--- src/hdl/adcr_pkg.sv ---
// constants of the audio decoder control register bank
// shared by the register bank and the self-checking bench
package adcr_pkg;
	// ----------------------------------------
	// register addresses on the two-wire port
	// ----------------------------------------
	localparam logic [15:0] GENERAL_CONTROL_ADDR = 16'h8000;
	localparam logic [15:0] SERIAL_PORT_CONTROL_ADDR = 16'h8001;
	// ----------------------------------------
	// general control fields
	// ----------------------------------------
	localparam int SOFT_RESET_BIT = 0;
	localparam int CLOCK_OUT_GATE_N_BIT = 1;
	localparam int CLOCK_OUT_DIVIDER_LSB = 2;
	localparam int FIRST_CORE_INPUT_IRQ_BIT = 4;
	localparam int FIRST_CORE_OUTPUT_IRQ_BIT = 5;
	localparam int SECOND_CORE_INPUT_IRQ_BIT = 6;
	localparam int SECOND_CORE_OUTPUT_IRQ_BIT = 7;
	localparam int AUDIO_CLOCK_RATIO_BIT = 8;
	localparam int PROGRAM_MEMORY_SPLIT_BIT = 9;
	localparam int GENERAL_WIDTH = 10;
	// ----------------------------------------
	// serial port control fields
	// ----------------------------------------
	localparam int INPUT_PORT_MODE_LSB = 0;
	localparam int INPUT_FORMAT_SELECT_BIT = 2;
	localparam int AUX_INPUT_FUNCTION_BIT = 3;
	localparam int SERIAL_WIDTH = 4;
	// ----------------------------------------
	// reset and stand-alone values
	// ----------------------------------------
	localparam logic [GENERAL_WIDTH-1:0] GENERAL_RESET = 10'h000;
	localparam logic [SERIAL_WIDTH-1:0] SERIAL_RESET = 4'h0;
	localparam logic [GENERAL_WIDTH-1:0] GENERAL_HOST_FREE_STRAP = 10'h05a;
	localparam logic [SERIAL_WIDTH-1:0] SERIAL_HOST_FREE_STRAP = 4'h0;
	// bits the host may still write while the strap is high
	localparam logic [GENERAL_WIDTH-1:0] GENERAL_STRAP_WRITABLE = 10'h001;
	// ----------------------------------------
	// clock divider codes
	// ----------------------------------------
	localparam logic [1:0] DIV_QUARTER = 2'h0;
	localparam logic [1:0] DIV_HALF = 2'h1;
	localparam logic [1:0] DIV_FULL = 2'h2;
	// ----------------------------------------
	// two-wire slave
	// ----------------------------------------
	localparam logic [6:0] SLAVE_ADDR_DEFAULT = 7'h2a; // arbitrary value
	localparam logic [3:0] BITS_PER_BYTE = 4'h8;
	localparam int SYNC_STAGES = 2;
	typedef enum logic [2:0] {
		ADCR_IDLE,
		ADCR_ADDR,
		ADCR_ACK_ADDR,
		ADCR_WR_BYTE,
		ADCR_ACK_WR,
		ADCR_RD_BYTE,
		ADCR_ACK_RD
	} adcr_state_t;
endpackage : adcr_pkg

--- src/hdl/adcr_regs.sv ---
// control register bank of a dual-core audio decoder, reached over a two-wire slave port
// assumes scl, sda and the strap are asynchronous pins; sda is open drain, resolved outside
// Behaviour
// general bit 0 holds the whole device in reset while one
// general bit 1 one disables the buffered clock output, zero drives it
// divider bits 3:2 give quarter, half, full clock; code 11 reserved
// bits 4 and 5 enable input and output interrupts of first core
// bits 6 and 7 enable input and output interrupts of second core
// bit 8 says audio master clock is 256 or 384 times sample rate
// bit 9 splits program memory 12/8 or 8/12 kbytes between cores
// host keeps serial input port mode bits 1:0 at 00
// serial bit 2 selects two-wire audio or japanese lsb-justified input
// serial bit 3 makes aux input a core flag or word-aligned channel
// every field reachable through the two-wire slave, up to 400 kHz
// strap high blocks host writes and forces stand-alone defaults; the code still lets the host write general bit 0
`timescale 1ns/1ps
module adcr_regs #(
	parameter logic [6:0] SLAVE_ADDR = adcr_pkg::SLAVE_ADDR_DEFAULT
) (
	// clock and reset
	input wire logic clk_sys,
	input wire logic rst,
	// two-wire slave pins
	input wire logic scl_in,
	input wire logic sda_in,
	output logic sda_out,
	output logic sda_oe,
	// strap
	input wire logic host_free_strap,
	// device reset
	output logic device_soft_reset,
	// buffered clock
	output logic buffered_clock_out,
	output logic buffered_clock_oe,
	// core interrupt enables
	output logic first_core_input_irq_enable,
	output logic first_core_output_irq_enable,
	output logic second_core_input_irq_enable,
	output logic second_core_output_irq_enable,
	// clocking and memory
	output logic audio_clock_ratio_select,
	output logic program_memory_split,
	// serial input port
	output logic [1:0] input_port_mode,
	output logic input_format_select,
	output logic aux_input_function
);
	// ----------------------------------------
	// pin synchronisers
	// ----------------------------------------
	logic scl_s, sda_s, strap_s;
	logic scl_d, sda_d;
	// idle levels: scl and sda high, strap low, so no false edge or force after reset
	adcr_sync #(.WIDTH(3), .RESET_VALUE(3'h6)) adcr_sync_i (
		.clk_sys(clk_sys),
		.rst(rst),
		.pin_in({scl_in, sda_in, host_free_strap}),
		.pin_sync({scl_s, sda_s, strap_s})
	);

	always_ff @(posedge clk_sys or posedge rst) begin
		if (rst) begin
			scl_d <= 1'b1;
			sda_d <= 1'b1;
		end else begin
			scl_d <= scl_s;
			sda_d <= sda_s;
		end
	end

	logic scl_rise, scl_fall, bus_start, bus_stop;
	assign scl_rise = scl_s & ~scl_d;
	assign scl_fall = ~scl_s & scl_d;
	assign bus_start = scl_s & scl_d & sda_d & ~sda_s;
	assign bus_stop = scl_s & scl_d & ~sda_d & sda_s;

	// ----------------------------------------
	// register storage and read decode
	// ----------------------------------------
	logic [adcr_pkg::GENERAL_WIDTH-1:0] general_control;
	logic [adcr_pkg::SERIAL_WIDTH-1:0] serial_port_control;

	function automatic logic [15:0] read_word(input logic [15:0] addr,
		input logic [adcr_pkg::GENERAL_WIDTH-1:0] gen, input logic [adcr_pkg::SERIAL_WIDTH-1:0] ser);
		read_word = 16'h0000;
		if (addr == adcr_pkg::GENERAL_CONTROL_ADDR)
			read_word = {6'h00, gen};
		else if (addr == adcr_pkg::SERIAL_PORT_CONTROL_ADDR)
			read_word = {12'h000, ser};
	endfunction : read_word

	// ----------------------------------------
	// two-wire slave
	// ----------------------------------------
	adcr_pkg::adcr_state_t state;
	logic [3:0] bit_cnt;
	logic [7:0] shift_in, shift_out, data_hi;
	logic [1:0] byte_idx;
	logic [15:0] sub_addr;
	logic read_mode, read_lo, master_nack, wr_strobe;
	logic [15:0] wr_data;
	logic [15:0] rd_word, rd_next;
	assign rd_word = read_word(sub_addr, general_control, serial_port_control);
	assign rd_next = read_word(sub_addr + 16'h0001, general_control, serial_port_control);

	always_ff @(posedge clk_sys or posedge rst) begin
		if (rst) begin
			state <= adcr_pkg::ADCR_IDLE;
			bit_cnt <= 4'h0;
			shift_in <= 8'h00;
			shift_out <= 8'h00;
			byte_idx <= 2'h0;
			sub_addr <= 16'h0000;
			data_hi <= 8'h00;
			read_mode <= 1'b0;
			read_lo <= 1'b0;
			master_nack <= 1'b0;
			sda_oe <= 1'b0;
			wr_strobe <= 1'b0;
			wr_data <= 16'h0000;
		end else begin
			wr_strobe <= 1'b0;
			// step only after the word has landed, so the write still sees its own address
			if (wr_strobe)
				sub_addr <= sub_addr + 16'h0001;
			if (bus_start) begin
				state <= adcr_pkg::ADCR_ADDR;
				bit_cnt <= 4'h0;
				sda_oe <= 1'b0;
			end else if (bus_stop) begin
				state <= adcr_pkg::ADCR_IDLE;
				sda_oe <= 1'b0;
			end else if (scl_rise) begin
				case (state)
				adcr_pkg::ADCR_ADDR, adcr_pkg::ADCR_WR_BYTE: begin
					shift_in <= {shift_in[6:0], sda_s};
					bit_cnt <= bit_cnt + 4'h1;
				end
				adcr_pkg::ADCR_RD_BYTE: bit_cnt <= bit_cnt + 4'h1;
				adcr_pkg::ADCR_ACK_RD: master_nack <= sda_s;
				default: ;
				endcase
			end else if (scl_fall) begin
				case (state)
				adcr_pkg::ADCR_ADDR: begin
					if (bit_cnt == adcr_pkg::BITS_PER_BYTE) begin
						if (shift_in[7:1] == SLAVE_ADDR) begin
							state <= adcr_pkg::ADCR_ACK_ADDR;
							read_mode <= shift_in[0];
							sda_oe <= 1'b1;
						end else begin
							state <= adcr_pkg::ADCR_IDLE;
						end
					end
				end
				adcr_pkg::ADCR_ACK_ADDR: begin
					bit_cnt <= 4'h0;
					if (read_mode) begin
						// a read starts on the high byte of the last set sub-address
						state <= adcr_pkg::ADCR_RD_BYTE;
						shift_out <= {rd_word[14:8], 1'b0};
						read_lo <= 1'b0;
						sda_oe <= ~rd_word[15];
					end else begin
						state <= adcr_pkg::ADCR_WR_BYTE;
						byte_idx <= 2'h0;
						sda_oe <= 1'b0;
					end
				end
				adcr_pkg::ADCR_WR_BYTE: begin
					if (bit_cnt == adcr_pkg::BITS_PER_BYTE) begin
						state <= adcr_pkg::ADCR_ACK_WR;
						sda_oe <= 1'b1;
						case (byte_idx)
						2'h0: sub_addr[15:8] <= shift_in;
						2'h1: sub_addr[7:0] <= shift_in;
						2'h2: data_hi <= shift_in;
						default: begin
							wr_strobe <= 1'b1;
							wr_data <= {data_hi, shift_in};
						end
						endcase
						byte_idx <= (byte_idx == 2'h3) ? 2'h2 : byte_idx + 2'h1;
					end
				end
				adcr_pkg::ADCR_ACK_WR: begin
					state <= adcr_pkg::ADCR_WR_BYTE;
					bit_cnt <= 4'h0;
					sda_oe <= 1'b0;
				end
				adcr_pkg::ADCR_RD_BYTE: begin
					if (bit_cnt == adcr_pkg::BITS_PER_BYTE) begin
						state <= adcr_pkg::ADCR_ACK_RD;
						sda_oe <= 1'b0;
					end else begin
						sda_oe <= ~shift_out[7];
						shift_out <= {shift_out[6:0], 1'b0};
					end
				end
				adcr_pkg::ADCR_ACK_RD: begin
					bit_cnt <= 4'h0;
					if (master_nack) begin
						state <= adcr_pkg::ADCR_IDLE;
						sda_oe <= 1'b0;
					end else if (!read_lo) begin
						state <= adcr_pkg::ADCR_RD_BYTE;
						read_lo <= 1'b1;
						shift_out <= {rd_word[6:0], 1'b0};
						sda_oe <= ~rd_word[7];
					end else begin
						// next word: address advances together with its fetch
						state <= adcr_pkg::ADCR_RD_BYTE;
						read_lo <= 1'b0;
						sub_addr <= sub_addr + 16'h0001;
						shift_out <= {rd_next[14:8], 1'b0};
						sda_oe <= ~rd_next[15];
					end
				end
				default: state <= adcr_pkg::ADCR_IDLE;
				endcase
			end
		end
	end

	// open drain: only ever pulls low
	always_ff @(posedge clk_sys)
		sda_out <= 1'b0;

	// ----------------------------------------
	// register writes
	// ----------------------------------------
	logic [adcr_pkg::GENERAL_WIDTH-1:0] gen_wr_mask;
	assign gen_wr_mask = strap_s ? adcr_pkg::GENERAL_STRAP_WRITABLE : '1;

	always_ff @(posedge clk_sys or posedge rst) begin
		if (rst) begin
			general_control <= adcr_pkg::GENERAL_RESET;
			serial_port_control <= adcr_pkg::SERIAL_RESET;
		end else begin
			if (strap_s) begin
				general_control <= (general_control & adcr_pkg::GENERAL_STRAP_WRITABLE)
					| (adcr_pkg::GENERAL_HOST_FREE_STRAP & ~adcr_pkg::GENERAL_STRAP_WRITABLE);
				serial_port_control <= adcr_pkg::SERIAL_HOST_FREE_STRAP;
			end
			if (wr_strobe && sub_addr == adcr_pkg::GENERAL_CONTROL_ADDR) begin
				general_control <= (wr_data[adcr_pkg::GENERAL_WIDTH-1:0] & gen_wr_mask)
					| ((strap_s ? adcr_pkg::GENERAL_HOST_FREE_STRAP : general_control) & ~gen_wr_mask);
			end
			// mode bits stored as written; only 00 is meaningful
			if (wr_strobe && sub_addr == adcr_pkg::SERIAL_PORT_CONTROL_ADDR && !strap_s)
				serial_port_control <= wr_data[adcr_pkg::SERIAL_WIDTH-1:0];
		end
	end

	// ----------------------------------------
	// field outputs
	// ----------------------------------------
	assign device_soft_reset = general_control[adcr_pkg::SOFT_RESET_BIT];
	assign first_core_input_irq_enable = general_control[adcr_pkg::FIRST_CORE_INPUT_IRQ_BIT];
	assign first_core_output_irq_enable = general_control[adcr_pkg::FIRST_CORE_OUTPUT_IRQ_BIT];
	assign second_core_input_irq_enable = general_control[adcr_pkg::SECOND_CORE_INPUT_IRQ_BIT];
	assign second_core_output_irq_enable = general_control[adcr_pkg::SECOND_CORE_OUTPUT_IRQ_BIT];
	assign audio_clock_ratio_select = general_control[adcr_pkg::AUDIO_CLOCK_RATIO_BIT];
	assign program_memory_split = general_control[adcr_pkg::PROGRAM_MEMORY_SPLIT_BIT];
	assign input_port_mode = serial_port_control[adcr_pkg::INPUT_PORT_MODE_LSB +: 2];
	assign input_format_select = serial_port_control[adcr_pkg::INPUT_FORMAT_SELECT_BIT];
	assign aux_input_function = serial_port_control[adcr_pkg::AUX_INPUT_FUNCTION_BIT];

	// ----------------------------------------
	// buffered clock output
	// ----------------------------------------
	logic [1:0] div_cnt;
	logic div_q;
	logic [1:0] div_code;
	logic clock_out_gate_n;
	assign div_code = general_control[adcr_pkg::CLOCK_OUT_DIVIDER_LSB +: 2];
	assign clock_out_gate_n = general_control[adcr_pkg::CLOCK_OUT_GATE_N_BIT];

	always_ff @(posedge clk_sys or posedge rst) begin
		if (rst) begin
			div_cnt <= 2'h0;
			div_q <= 1'b0;
			buffered_clock_oe <= 1'b0;
		end else begin
			div_cnt <= div_cnt + 2'h1;
			case (div_code)
			adcr_pkg::DIV_QUARTER: div_q <= div_cnt[1];
			adcr_pkg::DIV_HALF: div_q <= ~div_q;
			default: div_q <= 1'b0;
			endcase
			buffered_clock_oe <= ~clock_out_gate_n;
		end
	end

	// full rate cannot come from a flop; passes the clock itself, gated by a register
	assign buffered_clock_out = (div_code == adcr_pkg::DIV_FULL) ? (clk_sys & buffered_clock_oe)
		: (div_q & buffered_clock_oe);
endmodule : adcr_regs

--- src/hdl/adcr_sync.sv ---
// two flip-flop synchroniser for asynchronous pins
// assumes one clock domain, clk_sys, and asynchronous reset rst
`timescale 1ns/1ps
module adcr_sync #(
	parameter int WIDTH = 1,
	parameter logic [WIDTH-1:0] RESET_VALUE = '0
) (
	// clock and reset
	input wire logic clk_sys,
	input wire logic rst,
	// pins in, synchronised out
	input wire logic [WIDTH-1:0] pin_in,
	output logic [WIDTH-1:0] pin_sync
);
	logic [WIDTH-1:0] stage1;

	// first stage feeds only the second
	always_ff @(posedge clk_sys or posedge rst) begin
		if (rst) begin
			stage1 <= RESET_VALUE;
			pin_sync <= RESET_VALUE;
		end else begin
			stage1 <= pin_in;
			pin_sync <= stage1;
		end
	end
endmodule : adcr_sync

--- config.mk ---
export PLATFORM = sky130hd
export DESIGN_NAME = adcr_regs
export DESIGN_NICKNAME = d
export VERILOG_FILES = /design/src/hdl/adcr_pkg.sv /design/src/hdl/adcr_regs.sv /design/src/hdl/adcr_sync.sv
export SDC_FILE = /design/constraint.sdc
export NUM_CORES = 1
export LEC_CHECK = 0
export ABC_CLOCK_PERIOD_IN_PS = 3290
export BUFFER_PORTS_ARGS = -buffer_cell sky130_fd_sc_hd__buf_2
export CORE_MARGIN = 10
export CORE_UTILIZATION = 25
export CTS_CLUSTER_DIAMETER = 80
export DETAILED_ROUTE_END_ITERATION = 7
export GPL_ROUTABILITY_DRIVEN = 0
export GPL_TIMING_DRIVEN = 0
export PLACE_DENSITY = 0.5
export SYNTH_ARGS = -nofsm -noshare
export SYNTH_HDL_FRONTEND = slang
export SYNTH_SLANG_ARGS = --single-unit
export TNS_END_PERCENT = 100
--- constraint.sdc ---
create_clock -name clk_sys -period 3.29 [get_ports clk_sys]
set_input_delay 0.658 -clock clk_sys [delete_from_list [all_inputs] [get_ports clk_sys]]
set_output_delay 0.658 -clock clk_sys [all_outputs]
set_load 0.01 [all_outputs]
After elaboration in Yosys (flattened, before gate mapping). Index checks and enable logic that the tools add are counted.

Register bits: 84. Input port bits: 5. Output and inout port bits: 15. Logic and storage cells: 185.

Add/subtract/negate cells: 4. Eq/ne operators: 29. Mux-type cells: 72. Bitwise logic cells: 27. Reductions and logical operators: 30.

Operators by type and width (number): $mux W16 (8); $eq A16 B16 Y1 const B (4); $mux W10 (6); $mux W8 (6); $mux W4 (10); $reduce_and A7 Y1 (5); $pmux W16 S2 (1); $mux W3 (9); $pmux W8 S3 (1); $mux W1 (22); $and A10 B10 Y10 (2); $pmux W3 S6 (1); $add A16 B1 Y16 const B (1); $ne A4 B4 Y1 const B (4); $ne A2 B2 Y1 const B (6); $not A1 Y1 (12); $reduce_and A4 Y1 (3); $reduce_bool A3 Y1 (4); $not A10 Y10 (1); $or A10 B10 Y10 (1); $and A1 B1 Y1 (9); $eq A3 B3 Y1 const B (3); $reduce_or A3 Y1 (3); $mux W2 (4); 23 further kinds (36).

Logic depth before layout (Yosys ltp).
Depth in word-level cells: 11. Gate-level depth with buffers: 9. Mapped depth without buffers: 8.

Cells and area by module. From an unflattened synthesis, not the netlist that was laid out.

Cell total of the unflattened synthesis: 508. Area, all modules: 4977.3 µm².

By module, submodules not included: adcr_regs (times used 1, cells each 501, area each 4818.4 µm², sequential area each 1929.4 µm²); adcr_sync (times used 1, cells each 7, area each 158.9 µm², sequential area each 155.1 µm²).

==> flow_metrics.py <==
metrics = {
    "min_path": {
        "hold_class": "in2async",
    },
    "detailed_routing": {
        "postRouteWirelength_mm": 13.0,
        "detail-route-antenna-nets": 0,
        "detailedRoute.firstPassIterationCount": 6,
        "avgViaCountPerCell": 5.10,
        "detail_route.iter0.violations": 426,
        "vias": 3901,
        "routedWlPerCell_um": 17.0,
        "drc": 0,
    },
    "sta": {
        "worstMarginPinSlew_ps": 1020,
        "fin_ws_ps": 397,
        "setup-tns-final_ps": 0,
        "maxSlewViolCount": 0,
        "grt_setup_unrepaired": "false",
        "setup_failing_eps_final": 0,
        "worst_slew_margin": 0.314,
        "worst_clock_skew_ps": 10.5,
        "hold_ws_ps": 210,
        "finalHoldViolCount": 0,
    },
    "floorplanning": {
        "start_util": 0.257,
        "floorplan.rows": 49,
        "die_height_um": 156,
        "design.core.area_sq_um": 18100,
        "die-area_sq_um": 24500,
        "die_w_um": 156,
        "ioPinCount": 20,
    },
    "pwr": {
        "cellLeakagePower_nw": 2.27,
        "power.density_nw_per_um2": 512,
        "max-vdd-ir-drop_uv": 180,
    },
    "yosys": {
        "syn_area_per_cell_sq_um": 9.35,
        "synthFlopType": "sky130_fd_sc_hd__dfrtp_1",
        "synthCells": 498,
        "synth_fp_nets": 512,
        "syn_area_sq_um": 4660,
        "ys_types": 63,
        "yosysWarningCount": 0,
        "synth-seq-area-share": 0.448,
        "synth_edf_count": 0,
        "yosys_register_bits": 83,
        "synthArstFlopShare": 1.00,
    },
    "status": {
        "outcome": "completed",
    },
    "final_layout": {
        "flow.area_growth_from_synthesis_pct": 16.6,
        "fillerInstances": 1916,
        "diodes": 0,
        "multi_input_comb_area_sq_um": 2380,
        "final_net_count": 545,
        "ff_latch_area_sq_um": 2080,
        "fraction_of_final_layout_cells_with_drive_strength_greater_than_1": 0.147,
    },
    "global_route": {
        "grt_usage": 0.110,
        "globalRoute.totalOverflow": 0,
        "grt_max_degree": 52,
        "grt_first_pass_wirelength_mm": 21.3,
        "grt_antenna_before_repair": 0,
        "first_global_vias": 3934,
    },
    "critical_path": {
        "critical_path.reg2reg.startpoint": "scl_d",
        "critical_path_data_arrival_time_ps": 2230,
        "crit_required_ps": 2630,
        "r2r.worst_path.cells": 9,
        "crit_fanout": 2,
        "setup.worst_path.end_class": "output port",
        "crit-reg2reg-capture": "wr_data[4]",
        "critPathLaunchType": "clock port",
        "startpoint": "clk_sys",
        "worst-setup-path-type": "clk2out",
        "setup.reg_to_reg.worst_slack_ps": 450,
    },
    "clock_tree": {
        "path_clk_slew_ps": 70,
        "cts_hold_buffers": 0,
        "clk-insertion-delay-late_ps": 460,
        "cts.repair.resized": 0,
        "tritoncts": "built",
        "post-cts-setup-buffers": 0,
    },
    "job": {
        "drv_cap": 0,
    },
    "placement": {
        "pre_cts_ws_ps": 489,
        "buffer_ports.inserted": 18,
        "hpwlAfterDp_mm": 9.14,
    },
}
## cells in the mapped netlist (all sizes together), types with 2 or more instances
| cell | count | area, sq um |
|---|---|---|
| nand2 | 69 | 267 |
| nor4b | 3 | 26.3 |
| buf | 11 | 55.1 |
| nor3 | 6 | 30.0 |
| and3 | 3 | 18.8 |
| mux2 | 13 | 146 |
| a32oi | 3 | 26.3 |
| mux2i | 9 | 90.1 |
| nor3b | 2 | 15.0 |
| nand3b | 8 | 60.1 |
| a22o | 2 | 17.5 |
| dfrtp | 77 | 1930 |
| or3 | 4 | 27.5 |
| nand2b | 7 | 43.8 |
| nand4 | 16 | 106 |
| dfstp | 6 | 158 |
| nor2b | 6 | 37.5 |
| a2111oi | 2 | 36.3 |
| xor2 | 19 | 166 |
| a22oi | 16 | 120 |
| o22ai | 15 | 93.8 |
| ha | 9 | 113 |
| nor2 | 26 | 97.6 |
| xnor2 | 11 | 96.3 |
| a21o | 2 | 15.0 |
| a21oi | 25 | 125 |
| o21ai | 26 | 130 |
| inv | 17 | 63.8 |
| a2bb2oi | 2 | 17.5 |
| a31oi | 3 | 18.8 |
| a221oi | 2 | 17.5 |
| nor4 | 7 | 65.1 |
| nand3 | 22 | 128 |
| a211oi | 4 | 30.0 |
| o2bb2ai | 2 | 17.5 |
| clkbuf | 20 | 75.1 |
| and4 | 3 | 27.5 |
| and2 | 8 | 50.1 |
## cells in the final DEF, fill, tap and decap left out, types with 16 or more instances in the layout
cell type	synthesis	final
sky130_fd_sc_hd__a22oi_1	16	16
sky130_fd_sc_hd__clkbuf_1	20	20
sky130_fd_sc_hd__o21ai_0	25	25
sky130_fd_sc_hd__nand2_1	68	68
sky130_fd_sc_hd__buf_2	8	26
sky130_fd_sc_hd__nand3_1	20	20
sky130_fd_sc_hd__nor2_1	26	26
sky130_fd_sc_hd__xor2_1	19	19
sky130_fd_sc_hd__a21oi_1	25	25
sky130_fd_sc_hd__dfrtp_1	77	77
sky130_fd_sc_hd__inv_1	17	16
## critical path, cell delays in order
cell                        delay [ps]
sky130_fd_sc_hd__clkbuf_16         120
sky130_fd_sc_hd__clkbuf_16         130
sky130_fd_sc_hd__a31oi_1           150
sky130_fd_sc_hd__nor2b_1            60
sky130_fd_sc_hd__buf_2             140
## how the worst max path moves through the flow
stage               depth (start not counted)  slack (ps)                       to
finish                                      5         400       buffered_clock_out
CTS                                         5         390       buffered_clock_out
global placement                            2        -630       general_control[7]
detailed placement                          9         490               wr_data[3]
global route                                9         270               wr_data[4]
floorplan                                   1         510  adcr_sync_i.pin_sync[0]
## where the power goes
group / switching [mW] / leakage, nW / internal, mW
registers: 0.169 / 1.09 / 1.11
clock network: 0.494 / 0.187 / 0.692
logic: 0.182 / 0.996 / 0.138
## kinds of logic after synthesis
| logic type | Yosys count | share of synthesized area |
|---|---|---|
| AOI/OAI and AO/OA | 111 | 0.155 |
| xor gates and xnor gates | 30 | 0.0564 |
| adders and majority gates | 9 | 0.0242 |
| buffers and inverters | 48 | 0.0416 |
| DFF | 83 | 0.448 |
| muxes | 22 | 0.0508 |
| other | 1 | 0.000805 |
| and+or+nand+nor | 194 | 0.223 |
## through the flow
| stage | cells | util | power, mW | instance area, sq um |
|---|---|---|---|---|
| floorplan | 498 | - | 1.45 | 4660 |
| global placement | 745 | 0.277 | 1.61 | 5030 |
| detailed placement | 746 | 0.279 | 1.62 | 5060 |
| CTS | 765 | 0.299 | 2.81 | 5430 |
| global route | 765 | 0.299 | 2.92 | 5430 |
| finish | 765 | 0.299 | 2.78 | 5430 |
## flip-flops by register name (all words and copies together) (netlist names), 4 cells and up
signal / cells
wr_data: 10
bit_cnt: 4
shift_in: 8
sub_addr: 16
general_control: 10
shift_out: 7
serial_port_control: 4
## per-layer routing
layer,routed length (um),GRT usage
met2,5950,0.166
met3,780,0.0280
met4,244,0.0481
met5,0,0
met1,6050,0.147
## layout make-up
cell class                 count  area share
timing repair buffer          18      0.0207
clock buffer                  13      0.0562
sequential                    83       0.384
clock inverter                 7      0.0120
tap                          229      0.0528
buffer                        31      0.0240
inverter                      17      0.0122
multi-input combinational    367       0.438
(Power assumes the default switching activity.)
